$ cat src/inc/acl_pkg.sv
// package of constants for the ascii checksum command link host
// assumes a single 125 MHz clock and a 9600 baud 8N1 serial line
package acl_pkg;
	localparam int CLK_HZ = 125000000;
	localparam int BAUD = 9600;
	localparam int BIT_CYC = CLK_HZ / BAUD;
	localparam int GAP_US = 1000;
	localparam int GAP_CYC = (CLK_HZ / 1000000) * GAP_US;
	localparam logic [7:0] CH_START = 8'h2A;
	localparam logic [7:0] CH_CR = 8'h0D;
	localparam logic [7:0] CH_ACK = 8'h5E;
	localparam logic [7:0] CH_X = 8'h58;
	localparam logic [7:0] CH_ZERO = 8'h30;
	localparam logic [7:0] ERR_SUM = 8'hC0;
	localparam logic [7:0] OWN_ADDR = 8'h00;
	localparam int REPLY_LEN = 11;
	localparam int TX_LEN = 16;

	// nibble to lowercase ascii hex
	function automatic logic [7:0] acl_hex(input logic [3:0] n);
		return (n < 4'hA) ? (8'h30 + {4'h0, n}) : (8'h57 + {4'h0, n});
	endfunction

	// lowercase ascii hex to nibble, bit 4 flags a bad digit
	function automatic logic [4:0] acl_nib(input logic [7:0] c);
		if (c >= 8'h30 && c <= 8'h39)
			return {1'b0, c[3:0]};
		else if (c >= 8'h61 && c <= 8'h66)
			return {1'b0, c[3:0] + 4'h9};
		else
			return 5'h10;
	endfunction
endpackage

$ cat src/inc/acl_stream_if.sv
// byte stream carrier between the host engine and its reply buffer
// assumes one clock shared by both ends
`timescale 1ns/1ns
interface acl_stream_if;
	logic valid;
	logic ready;
	logic [7:0] data;
	modport src (output valid, output data, input ready);
	modport snk (input valid, input data, output ready);
endinterface

$ cat src/rtl/acl_host.sv
// host end of the ascii checksum command link: builds frames, checks replies
// assumes 125 MHz mclk, a serial pin pair to the device, no flow control
`timescale 1ns/1ns
module acl_host #(
	parameter int GAP_CYCLES = acl_pkg::GAP_CYC,
	parameter int BIT_CYCLES = acl_pkg::BIT_CYC
) (
	// clock and reset
	input wire logic mclk,
	input wire logic rst,
	// command request
	input wire logic cmd_valid,
	input wire logic cmd_query,
	input wire logic [7:0] cmd_code,
	input wire logic [31:0] cmd_value,
	output logic cmd_ready,
	// reply result
	output logic rsp_valid,
	output logic rsp_ok,
	output logic rsp_dev_err,
	output logic [31:0] rsp_value,
	// serial pins
	output logic ser_txd,
	input wire logic ser_rxd
);
	typedef enum logic [3:0] {
		ST_IDLE = 4'b0001,
		ST_SEND = 4'b0010,
		ST_GAP = 4'b0100,
		ST_WAIT = 4'b1000
	} acl_st_e;

	acl_st_e st_r, st_nxt;
	logic [7:0] txf_r [acl_pkg::TX_LEN];
	logic [7:0] txf_nxt [acl_pkg::TX_LEN];
	logic [4:0] tidx_r, tidx_nxt;
	logic [31:0] gap_r, gap_nxt;
	logic [15:0] tbd_r, tbd_nxt;
	logic [3:0] tbit_r, tbit_nxt;
	logic [9:0] tsh_r, tsh_nxt;
	logic txd_r, txd_nxt;
	logic tbusy;
	logic [7:0] sum;
	logic rsp_nxt_v;

	// tx frame assembly, ascii checksum over address, command and value
	always_comb begin
		txf_nxt = txf_r;
		sum = 8'h00;
		txf_nxt[0] = acl_pkg::CH_START;
		txf_nxt[1] = acl_pkg::acl_hex(acl_pkg::OWN_ADDR[7:4]);
		txf_nxt[2] = acl_pkg::acl_hex(acl_pkg::OWN_ADDR[3:0]);
		txf_nxt[3] = acl_pkg::acl_hex(cmd_code[7:4]);
		txf_nxt[4] = acl_pkg::acl_hex(cmd_code[3:0]);
		for (int i = 0; i < 8; i++)
			txf_nxt[5+i] = cmd_query ? acl_pkg::CH_ZERO :
				acl_pkg::acl_hex(cmd_value[31-4*i -: 4]);
		for (int i = 1; i < 13; i++)
			sum = sum + txf_nxt[i];
		txf_nxt[13] = acl_pkg::acl_hex(sum[7:4]);
		txf_nxt[14] = acl_pkg::acl_hex(sum[3:0]);
		txf_nxt[15] = acl_pkg::CH_CR;
		if (!(st_r == ST_IDLE && cmd_valid))
			txf_nxt = txf_r;
	end

	// sequencer and 8N1 transmitter with character gap
	always_comb begin
		st_nxt = st_r;
		tidx_nxt = tidx_r;
		gap_nxt = gap_r;
		tbd_nxt = tbd_r;
		tbit_nxt = tbit_r;
		tsh_nxt = tsh_r;
		txd_nxt = txd_r;
		tbusy = (tbit_r != 4'd0);
		if (tbusy) begin
			if (tbd_r == 16'd0) begin
				tbd_nxt = 16'(BIT_CYCLES - 1);
				txd_nxt = tsh_r[0];
				tsh_nxt = {1'b1, tsh_r[9:1]};
				tbit_nxt = tbit_r - 4'd1;
			end else
				tbd_nxt = tbd_r - 16'd1;
		end
		case (st_r)
			ST_IDLE: if (cmd_valid) begin
				st_nxt = ST_SEND;
				tidx_nxt = 5'd0;
			end
			ST_SEND: if (!tbusy) begin
				tsh_nxt = {1'b1, txf_r[tidx_r[3:0]], 1'b0};
				tbit_nxt = 4'd11;
				tbd_nxt = 16'd0;
				gap_nxt = 32'(GAP_CYCLES);
				st_nxt = ST_GAP;
			end
			ST_GAP: if (!tbusy) begin
				if (gap_r != 32'd0)
					gap_nxt = gap_r - 32'd1;
				else if (tidx_r == 5'(acl_pkg::TX_LEN - 1))
					st_nxt = ST_WAIT;
				else begin
					tidx_nxt = tidx_r + 5'd1;
					st_nxt = ST_SEND;
				end
			end
			ST_WAIT: if (rsp_nxt_v)
				st_nxt = ST_IDLE;
			default: st_nxt = ST_IDLE;
		endcase
	end

	// receiver: three-flop sync, 8N1 sampler at mid bit
	logic rx1_r, rx2_r, rx3_r, rxs_r, rxs_nxt;
	logic [15:0] rbd_r, rbd_nxt;
	logic [3:0] rbit_r, rbit_nxt;
	logic [7:0] rsh_r, rsh_nxt;
	acl_stream_if rxs ();
	acl_stream_if chk ();
	logic rv_r, rv_nxt;

	always_comb begin
		rxs_nxt = (rx2_r == rx3_r) ? rx3_r : rxs_r;
		rbd_nxt = rbd_r;
		rbit_nxt = rbit_r;
		rsh_nxt = rsh_r;
		rv_nxt = rv_r && !rxs.ready;
		if (rbit_r == 4'd0) begin
			if (!rxs_r) begin
				rbit_nxt = 4'd10;
				rbd_nxt = 16'(BIT_CYCLES / 2);
			end
		end else if (rbd_r != 16'd0)
			rbd_nxt = rbd_r - 16'd1;
		else begin
			rbd_nxt = 16'(BIT_CYCLES - 1);
			rbit_nxt = rbit_r - 4'd1;
			if (rbit_r == 4'd10 && rxs_r)
				rbit_nxt = 4'd0;
			else if (rbit_r != 4'd1 && rbit_r != 4'd10)
				rsh_nxt = {rxs_r, rsh_r[7:1]};
			else if (rbit_r == 4'd1)
				rv_nxt = 1'b1;
		end
	end
	assign rxs.valid = rv_r;
	assign rxs.data = rsh_r;

	acl_skid #(.WIDTH(8)) u_skid (
		.mclk(mclk),
		.rst(rst),
		.up(rxs.snk),
		.dn(chk.src)
	);

	// reply checker: collect up to ten characters after start, await caret
	logic [7:0] rf_r [10];
	logic [7:0] rf_nxt [10];
	logic [3:0] rcnt_r, rcnt_nxt;
	logic rok_nxt, rerr_nxt;
	logic [31:0] rval_nxt;
	logic [7:0] rsum;
	logic bad;
	logic [4:0] nb;
	assign chk.ready = 1'b1;

	always_comb begin
		rf_nxt = rf_r;
		rcnt_nxt = rcnt_r;
		rsp_nxt_v = 1'b0;
		rok_nxt = 1'b0;
		rerr_nxt = 1'b0;
		rval_nxt = rsp_value;
		rsum = 8'h00;
		bad = 1'b0;
		nb = 5'h00;
		for (int i = 0; i < 8; i++) begin
			rsum = rsum + rf_r[i];
			nb = acl_pkg::acl_nib(rf_r[i]);
			bad = bad | nb[4];
			rval_nxt[31-4*i -: 4] = nb[3:0];
		end
		if (chk.valid) begin
			if (chk.data == acl_pkg::CH_START)
				rcnt_nxt = 4'd1;
			else if (chk.data == acl_pkg::CH_ACK && rcnt_r != 4'd0) begin
				rcnt_nxt = 4'd0;
				if (st_r == ST_WAIT) begin
					rsp_nxt_v = 1'b1;
					rerr_nxt = (rcnt_r == 4'd11) &&
						(rf_r[0] == acl_pkg::CH_X);
					rok_nxt = (rcnt_r == 4'd11) && !bad &&
						(rf_r[8] == acl_pkg::acl_hex(rsum[7:4])) &&
						(rf_r[9] == acl_pkg::acl_hex(rsum[3:0]));
				end
			end else if (rcnt_r != 4'd0 && rcnt_r != 4'd11) begin
				rf_nxt[rcnt_r - 4'd1] = chk.data;
				rcnt_nxt = rcnt_r + 4'd1;
			end
		end
		if (!rok_nxt)
			rval_nxt = rsp_value;
	end

	// registers
	always_ff @(posedge mclk) begin
		txf_r <= txf_nxt;
		rf_r <= rf_nxt;
		if (rst) begin
			st_r <= ST_IDLE;
			// sync chain preset to idle high, no false start bit
			rx1_r <= 1'b1;
			rx2_r <= 1'b1;
			rx3_r <= 1'b1;
			tidx_r <= 5'd0;
			gap_r <= 32'd0;
			tbd_r <= 16'd0;
			tbit_r <= 4'd0;
			tsh_r <= 10'h3FF;
			txd_r <= 1'b1;
			rxs_r <= 1'b1;
			rbd_r <= 16'd0;
			rbit_r <= 4'd0;
			rsh_r <= 8'h00;
			rv_r <= 1'b0;
			rcnt_r <= 4'd0;
			rsp_valid <= 1'b0;
			rsp_ok <= 1'b0;
			rsp_dev_err <= 1'b0;
			rsp_value <= 32'h0;
			cmd_ready <= 1'b0;
		end else begin
			st_r <= st_nxt;
			rx1_r <= ser_rxd;
			rx2_r <= rx1_r;
			rx3_r <= rx2_r;
			tidx_r <= tidx_nxt;
			gap_r <= gap_nxt;
			tbd_r <= tbd_nxt;
			tbit_r <= tbit_nxt;
			tsh_r <= tsh_nxt;
			txd_r <= txd_nxt;
			rxs_r <= rxs_nxt;
			rbd_r <= rbd_nxt;
			rbit_r <= rbit_nxt;
			rsh_r <= rsh_nxt;
			rv_r <= rv_nxt;
			rcnt_r <= rcnt_nxt;
			rsp_valid <= rsp_nxt_v;
			rsp_ok <= rok_nxt;
			rsp_dev_err <= rerr_nxt;
			rsp_value <= rval_nxt;
			cmd_ready <= (st_nxt == ST_IDLE);
		end
	end
	assign ser_txd = txd_r;

	AST_START_FIRST: assert property (@(posedge mclk) disable iff (rst)
		(st_r == ST_IDLE && cmd_valid) |=> (txf_r[0] == 8'h2A))
		else $error("frame does not open with start");
	AST_CR_LAST: assert property (@(posedge mclk) disable iff (rst)
		(st_r == ST_IDLE && cmd_valid) |=> (txf_r[15] == 8'h0D))
		else $error("frame does not end with carriage return");
	AST_ADDR_ZERO: assert property (@(posedge mclk) disable iff (rst)
		(st_r == ST_IDLE && cmd_valid) |=>
		(txf_r[1] == 8'h30 && txf_r[2] == 8'h30))
		else $error("address not 00");
	AST_QUERY_ZEROS: assert property (@(posedge mclk) disable iff (rst)
		(st_r == ST_IDLE && cmd_valid && cmd_query) |=>
		(txf_r[5] == 8'h30 && txf_r[12] == 8'h30))
		else $error("query value not zeros");
	AST_IDLE_HIGH: assert property (@(posedge mclk) disable iff (rst)
		(st_r == ST_IDLE && tbit_r == 4'd0) |-> ser_txd)
		else $error("line not idle high");
	AST_START_BIT: assert property (@(posedge mclk) disable iff (rst)
		(st_r == ST_SEND && tbit_r == 4'd0) |-> ##2 (tbit_r == 4'd10))
		else $error("start bit not launched");
	AST_OK_EXCL: assert property (@(posedge mclk) disable iff (rst)
		rsp_ok |-> (rsp_valid && !rsp_dev_err))
		else $error("ok without valid reply");
	AST_GAP_LOAD: assert property (@(posedge mclk) disable iff (rst)
		(st_r == ST_SEND && tbit_r == 4'd0) |=> (st_r == ST_GAP))
		else $error("no gap after character");
endmodule // acl_host

$ cat src/rtl/acl_skid.sv
// two-entry buffer between received reply bytes and the frame checker
// assumes one clock and a synchronous active-high reset
`timescale 1ns/1ns
module acl_skid #(
	parameter int WIDTH = 8
) (
	// clock and reset
	input wire logic mclk,
	input wire logic rst,
	// stream ports
	acl_stream_if.snk up,
	acl_stream_if.src dn
);
	logic [WIDTH-1:0] mem_r [2];
	logic [WIDTH-1:0] mem_nxt [2];
	logic [1:0] cnt_r, cnt_nxt;
	logic rd_r, rd_nxt, wr_r, wr_nxt;
	logic push, pop;

	// occupancy and pointer updates
	always_comb begin
		push = up.valid && (cnt_r != 2'd2);
		pop = dn.ready && (cnt_r != 2'd0);
		mem_nxt = mem_r;
		wr_nxt = wr_r;
		rd_nxt = rd_r;
		cnt_nxt = cnt_r;
		if (push) begin
			mem_nxt[wr_r] = up.data[WIDTH-1:0];
			wr_nxt = ~wr_r;
		end
		if (pop)
			rd_nxt = ~rd_r;
		if (push && !pop)
			cnt_nxt = cnt_r + 2'd1;
		else if (pop && !push)
			cnt_nxt = cnt_r - 2'd1;
	end

	// state registers
	always_ff @(posedge mclk) begin
		if (rst) begin
			cnt_r <= 2'd0;
			rd_r <= 1'b0;
			wr_r <= 1'b0;
		end else begin
			cnt_r <= cnt_nxt;
			rd_r <= rd_nxt;
			wr_r <= wr_nxt;
		end
		mem_r <= mem_nxt;
	end

	assign up.ready = (cnt_r != 2'd2);
	assign dn.valid = (cnt_r != 2'd0);
	assign dn.data = mem_r[rd_r];

	AST_NO_OVERFLOW: assert property (@(posedge mclk) disable iff (rst)
		cnt_r <= 2'd2) else $error("buffer count above two");
endmodule // acl_skid

$ cat config.mk
export PLATFORM = sky130hd
export DESIGN_NAME = acl_host
export DESIGN_NICKNAME = d
export VERILOG_FILES = /design/src/inc/acl_pkg.sv /design/src/inc/acl_stream_if.sv /design/src/rtl/acl_host.sv /design/src/rtl/acl_skid.sv
export SDC_FILE = /design/constraint.sdc
export NUM_CORES = 1
export LEC_CHECK = 0
export BUFFER_PORTS_ARGS = -buffer_cell sky130_fd_sc_hd__buf_2
export CORE_MARGIN = 1.5
export CORE_UTILIZATION = 40
export CTS_BUF_LIST = sky130_fd_sc_hd__clkbuf_8 sky130_fd_sc_hd__clkbuf_16
export CTS_CLUSTER_SIZE = 40
export DETAILED_ROUTE_END_ITERATION = 16
export GPL_ROUTABILITY_DRIVEN = 0
export PLACE_DENSITY = 0.58
export SLEW_MARGIN = 15
export SYNTH_ARGS = -nofsm -noshare
export SYNTH_HDL_FRONTEND = slang
export SYNTH_SLANG_ARGS = --single-unit
$ cat constraint.sdc
create_clock -name mclk -period 13.8 [get_ports mclk]
set_clock_uncertainty 0.15 [all_clocks]
set_input_delay 0.69 -clock mclk [delete_from_list [all_inputs] [get_ports mclk]]
set_output_delay 0.69 -clock mclk [all_outputs]
set_load 0.05 [all_outputs]
==> flow_summary.json, run 1 <==
{
  "yosysTopAreaCell": "edfxtp_1",
  "timing.max_cap.violations": 0,
  "ys_ff_latch": 329,
  "path_clk_slew_ns": 0.06,
  "power_w": 0.00355,
  "synthMuxAreaShare": 0.0368,
  "ir_drop_v": 0.000164,
  "wl_met2_um": 22200,
  "vias": 13600,
  "grt_overflow": 0,
  "period_needed_ns": 6.91,
  "top_layer": "met4",
  "cts_sinks": 329,
  "clockBufferDepth": 3,
  "die-area_sq_um": 49100,
  "drc_errors": 0,
  "start_util": 0.408,
  "worstPathRequired_ns": 14.10,
  "grt_first_pass_wirelength_um": 72400,
  "die_h_um": 222,
  "via_per_inst": 5.23,
  "clkLatencyLatePin_ns": 0.55,
  "rows": 79,
  "wl_per_cell_um": 17.3,
  "yosys.cell_types.count": 83,
  "htree_levels": 2,
  "grt_max_degree": 85,
  "layout-drive-gt1-share": 0.104,
  "fp.dieW_um": 222,
  "drt_first_pass_iters": 5,
  "tns_ns": 0,
  "setup_viol": 0,
  "met3WireLength_um": 1700,
  "crit_path_end_kind": "flop",
  "synthCells": 1865,
  "synth_top_family_by_area": "simple AND/OR/NAND/NOR gates",
  "rsz0062_at_grt": "false",
  "cts_root_buf": "clkbuf_16",
  "post_cts_buffers": 0,
  "syn_to_final_growth_pct": 12.0,
  "synth.top_cell.area_share": 0.283,
  "drt_iter0_drc": 979,
  "nets": 2176,
  "yosysMostFrequentCell": "inv_1",
  "synth_xor_area_frac": 0.0456,
  "cts_tree": "built",
  "seq_area_frac_synth": 0.439,
  "power_density_nw_per_um2": 166,
  "cts_resized": 0,
  "antenna_found_initial": 1,
  "hold_buffers": 0,
  "fmax_ghz": 0.145,
  "yosysWarnings": 0,
  "drt_wl_total_um": 44900,
  "synthSimpleGateAreaFrac": 0.147,
  "synth_common_cells": "inv_1 (262), edfxtp_1 (180), nor2_1 (172)",
  "synth-edff-count": 180,
  "status": "completed",
  "crit_type": "reg -> reg",
  "synth_area_leaders": "edfxtp_1 (28%), dfxtp_1 (16%), fa_1 (9.3%)",
  "synthAdderAreaFrac": 0.146,
  "synth.avg_cell_area_sq_um": 10.2,
  "cts_made_buffers": 39,
  "synth_compound_area_frac": 0.122,
  "ant_nets": 0,
  "io_pins": 82,
  "crit_path_max_fanout": 15,
  "leakage_nw": 8.74,
  "finalCritPeriodShare": 0.501,
  "wl_met1_um": 19600,
  "worstMarginPinSlew_ns": 1.09,
  "ys.flop_type": "edfxtp_1",
  "grtUsageTotal": 0.186,
  "worst_ep_arrival_time_ns": 7.21,
  "slew_viol_final": 0,
  "critPathLaunchType": "flop",
  "relSlewSlack": 0.274,
  "synthesis.area_sq_um": 19100,
  "async_reset_ff_frac": 0,
  "hpwl_um": 33600,
  "grt_pass1_vias": 13400,
  "core_sq_um": 46900,
  "port_buffers": 81,
  "final_hold_viol_count": 0,
  "worstHoldPathType": "in -> reg"
}
==> power by group <==
part	internal (W)	switching [W]	total, W	leakage (nW)
clock	0.000551	0.000411	0.000962	0.615
sequential	0.00122	0.0000732	0.00129	2.88
combinational	0.000529	0.000774	0.00130	5.25
total	0.00230	0.00126	0.00355	8.74
==> final cells by class <==
type	instances	area [sq um]
clock inverters	24	116
fillers	4439	25400
clock buffers	44	1070
repair buffers	93	502
multi-input cells	1237	9590
well taps	607	759
flip-flops and latches	329	8390
inverters	262	983
diodes	1	2.50
==> final timing paths <==
| kind | from | endpoint | slack [ns] | cells after the start |
|---|---|---|---|---|
| worst min register to register | rx1_r$_SDFF_PP1_ | rx2_r$_SDFF_PP1_ | 0.26 | 1 |
| worst max-delay path | rf_r[19]$_DFFE_PP_ | rsp_value[10]$_SDFFE_PP0P_ | 6.89 | 18 |
| worst max register to register | rf_r[19]$_DFFE_PP_ | rsp_value[10]$_SDFFE_PP0P_ | 6.89 | 18 |
| worst min-delay path | ser_rxd | rx1_r$_SDFF_PP1_ | 0.17 | 2 |
==> worst max-delay path, stage by stage, from the launching register on <==
cell      delay, ns
edfxtp_1       0.39
inv_1          0.08
fa_1           0.53
inv_1          0.06
fa_1           0.51
fa_1           0.54
inv_1          0.05
fa_1           0.53
inv_1          0.07
ha_1           0.29
a21o_1         0.15
a21oi_1        0.48
xor2_1         0.27
ha_1           0.28
o21a_1         0.19
or3_1          0.33
a21oi_1        0.81
nand4_1        0.76
o32ai_1        0.31
==> logic make-up after synthesis <==
group | count (synthesis)
and+or+nand+nor | 547
muxes | 52
buffers and inverters | 319
other | 2
AOI/OAI and AO/OA | 354
xor gates and xnor gates | 93
DFF | 329
adders and majority gates | 169
==> cells in the final DEF, fill, tap and decap left out, types with 17 or more instances in the layout <==
cell type and n:
nand4_1 22, o21ai_0 70, conb_1 22, edfxtp_1 180, a211oi_1 22, o21a_1 21
xor2_1 27, nor2_1 171, a21oi_1 102, nor4_1 18, nand2b_1 21, nand2_1 102
clkbuf_16 41, a21o_1 18, xnor2_1 61, buf_2 80, ha_1 80, and2_1 17
dfxtp_1 148, and3_1 18, mux2i_1 23, nor3_1 52, nand3_1 26, fa_1 89
inv_1 271
==> through the flow <==
step / std cells / worst slack [ns] / util / hold WS [ns] / instance area (sq um)
detailed placement: 2528 / 6.99 / 0.432 / 0.249 / 20200
floorplan: 1885 / 7.77 / - / 0.239 / 19200
CTS: 2596 / 6.94 / 0.457 / 0.148 / 21400
global route: 2597 / 6.41 / 0.457 / 0.158 / 21400
global placement: 2527 / 7.00 / 0.431 / 0.250 / 20200
finish: 2597 / 6.89 / 0.457 / 0.173 / 21400
==> sequential cells by signal, indices dropped and copies added, names as in the netlist, 2 cells and up <==
register	flops
rsp_value	32
st_r	4
u_skid.cnt_r	2
gap_r	32
rbd_r	16
txf_r	84
rcnt_r	4
rsh_r	8
rbit_r	4
u_skid.mem_r	16
rf_r	80
tbd_r	16
tbit_r	4
tsh_r	10
tidx_r	5
==> layer usage <==
metal,vias up,global-route usage
li1,6698,-
met1,6546,0.234
met2,250,0.324
met3,86,0.0293
met4,0,0.0630
met5,-,0
Note: power is estimated with default switching activity, not from simulation.
==> run 2: changes to the inputs <==
==> constraint.sdc (replaced) <==
create_clock -name mclk -period 7.2 [get_ports mclk]
set_clock_uncertainty 0.15 [all_clocks]
set_input_delay 0.36 -clock mclk [delete_from_list [all_inputs] [get_ports mclk]]
set_output_delay 0.36 -clock mclk [all_outputs]
set_load 0.05 [all_outputs]
==> run 2 against run 1 <==
Net effect:
- sequential power rose by 91%
- hold slack got worse by 0.12 ns
- cell count increased by 0.19%
- critical endpoint is now rsp_value[22]$_SDFFE_PP0P_
==> flow_summary.json, run 2 (synthesis gave the netlist of run 1 again) <==
{
  "clockBufferDepth": 3,
  "timing.max_cap.violations": 0,
  "fmax_ghz": 0.158,
  "crit_path_max_fanout": 27,
  "grt_first_pass_wirelength_um": 72200,
  "worstPathCellList": "inv_1 -> fa_1 -> inv_1 -> fa_1 -> fa_1 -> inv_1 -> fa_1 -> inv_1 -> ha_1 -> a21o_1 -> a21oi_1 -> xor2_1 -> ha_1 -> inv_1 -> nand2_1 -> a221o_1 -> o311ai_0 -> o22ai_2 -> nor4_4 -> buf_4 -> o32ai_1",
  "vias": 13700,
  "port_buffers": 81,
  "reg_top3": "txf_r: 84 flops, rf_r: 80 flops",
  "cts_tree": "built",
  "nets": 2179,
  "layout_commonest_cell": "inv_1",
  "hold_path_depth": 2,
  "ant_nets": 0,
  "critPathBufInv": 6,
  "largest_register_ffs": 84,
  "fill_cells": 4397,
  "cp_top_family": "adder cells",
  "crit_path_end_kind": "flop",
  "fp.dieW_um": 222,
  "critPathMaxStageDelay_ns": 0.54,
  "drc_errors": 0,
  "hpwl_um": 33600,
  "antenna_found_initial": 0,
  "leakage_nw": 8.84,
  "whs_endpoint": "txf_r[83]$_DFFE_PP_",
  "die-area_sq_um": 49100,
  "timing.rr.start": "rf_r[27]$_DFFE_PP_",
  "core_sq_um": 46900,
  "worst_ep_arrival_time_ns": 6.59,
  "die_h_um": 222,
  "worstHoldStart": "cmd_value[29]",
  "setup_viol": 0,
  "place_inst": 2529,
  "io_pins": 82,
  "grt_max_degree": 62,
  "grtUsageTotal": 0.184,
  "slew_viol_final": 0,
  "relSlewSlack": 0.324,
  "start_util": 0.408,
  "tns_ns": 0,
  "worstHoldPathType": "in -> reg",
  "drt_first_pass_iters": 5,
  "cts_root_buf": "clkbuf_16",
  "critPathLaunchType": "flop",
  "power_density_nw_per_um2": 325,
  "finalCritPeriodShare": 0.881,
  "grt_pass1_vias": 13600,
  "timing.rr.end": "rsp_value[22]$_SDFFE_PP0P_",
  "clkLatencyLatePin_ns": 0.54,
  "worstRegToRegCells": 21,
  "drt_iter0_drc": 808,
  "crit_type": "reg -> reg",
  "rsz0062_at_grt": "false",
  "layout-drive-gt1-share": 0.109,
  "top_register": "txf_r",
  "drt_wl_total_um": 44600,
  "grt_overflow": 0,
  "instances_no_fill": 2602,
  "cts_sinks": 329,
  "via_per_inst": 5.27,
  "worstMarginPinSlew_ns": 1.01,
  "wl_per_cell_um": 17.1,
  "holdWs_ns": 0.0492,
  "final_hold_viol_count": 0,
  "r2r_slack_ns": 0.85,
  "regArea_sq_um": 8390,
  "syn_to_final_growth_pct": 13.0,
  "cpMostUsedCell": "inv_1",
  "cp-startpoint": "rf_r[27]$_DFFE_PP_",
  "period_needed_ns": 6.35,
  "worstPathRequired_ns": 7.45,
  "final_cell_mix": "inv_1 (267), edfxtp_1 (180), nor2_1 (171)",
  "multiInputGateArea_sq_um": 9590,
  "num_antenna_cells": 0,
  "ir_drop_v": 0.000231,
  "final_area_sq_um": 21600,
  "power_w": 0.00703,
  "htree_levels": 2,
  "placed_area_sq_um": 20200,
  "cp_slowest_cell": "fa_1",
  "path_clk_slew_ns": 0.06,
  "status": "completed",
  "cts_made_buffers": 39,
  "rows": 79
}
run 2: cell types whose count changed in the layout (fill, tap and decap cells not counted), moves of 2 or more:
cell | before | now
bufinv_16 | 0 | 5
inv_1 | 271 | 267
buf_4 | 12 | 15
clkinv_2 | 8 | 11
clkbuf_8 | 3 | 5
clkinvlp_4 | 3 | 1
run 2: repair_timing:
action | CTS | global route
gates resized for setup | 0 | 0
buffers inserted | 0 | 1
setup endpoints to repair | 0 | 2
hold buffers | 1 | 0
endpoints found under the hold margin | 1 | 0
run 2: routing by layer:
metal,GRT usage,routed length (um)
met5,0,0
met4,0.0632,1170
met3,0.0248,1890
met2,0.329,22200
met1,0.228,19400
run 2: power breakdown:
group          total [W]  internal (W)  switching (W)
sequential       0.00247       0.00233       0.000143
clock            0.00206       0.00128       0.000775
combinational    0.00250       0.00102        0.00148
run 2: worst max-delay path by stage:
stage	end	slack, ns	depth (start not counted)
floorplan	rsp_value[19]$_SDFFE_PP0P_	1.28	21
global placement	rsp_value[31]$_SDFFE_PP0P_	0.69	20
detailed placement	rsp_value[30]$_SDFFE_PP0P_	0.48	20
CTS	rsp_value[22]$_SDFFE_PP0P_	0.46	20
global route	rsp_value[22]$_SDFFE_PP0P_	0.46	21
finish	rsp_value[22]$_SDFFE_PP0P_	0.85	21
run 2: cell type report:
class                      instances  area share
clock buffer                      47      0.0518
clock inverter                    24      0.0111
inverter                         262      0.0455
multi-input combinational       1237       0.444
sequential                       329       0.388
tap                              607      0.0352
timing repair buffer              96      0.0242
run 2: per-stage QoR:
| step | util | setup WS [ns] |
|---|---|---|
| 2_1_floorplan | - | 1.28 |
| 3_3_place_gp | 0.432 | 0.689 |
| 3_5_place_dp | 0.432 | 0.483 |
| 4_1_cts | 0.461 | 0.460 |
| 5_1_grt | 0.461 | 0.461 |
| 6_report | 0.461 | 0.853 |
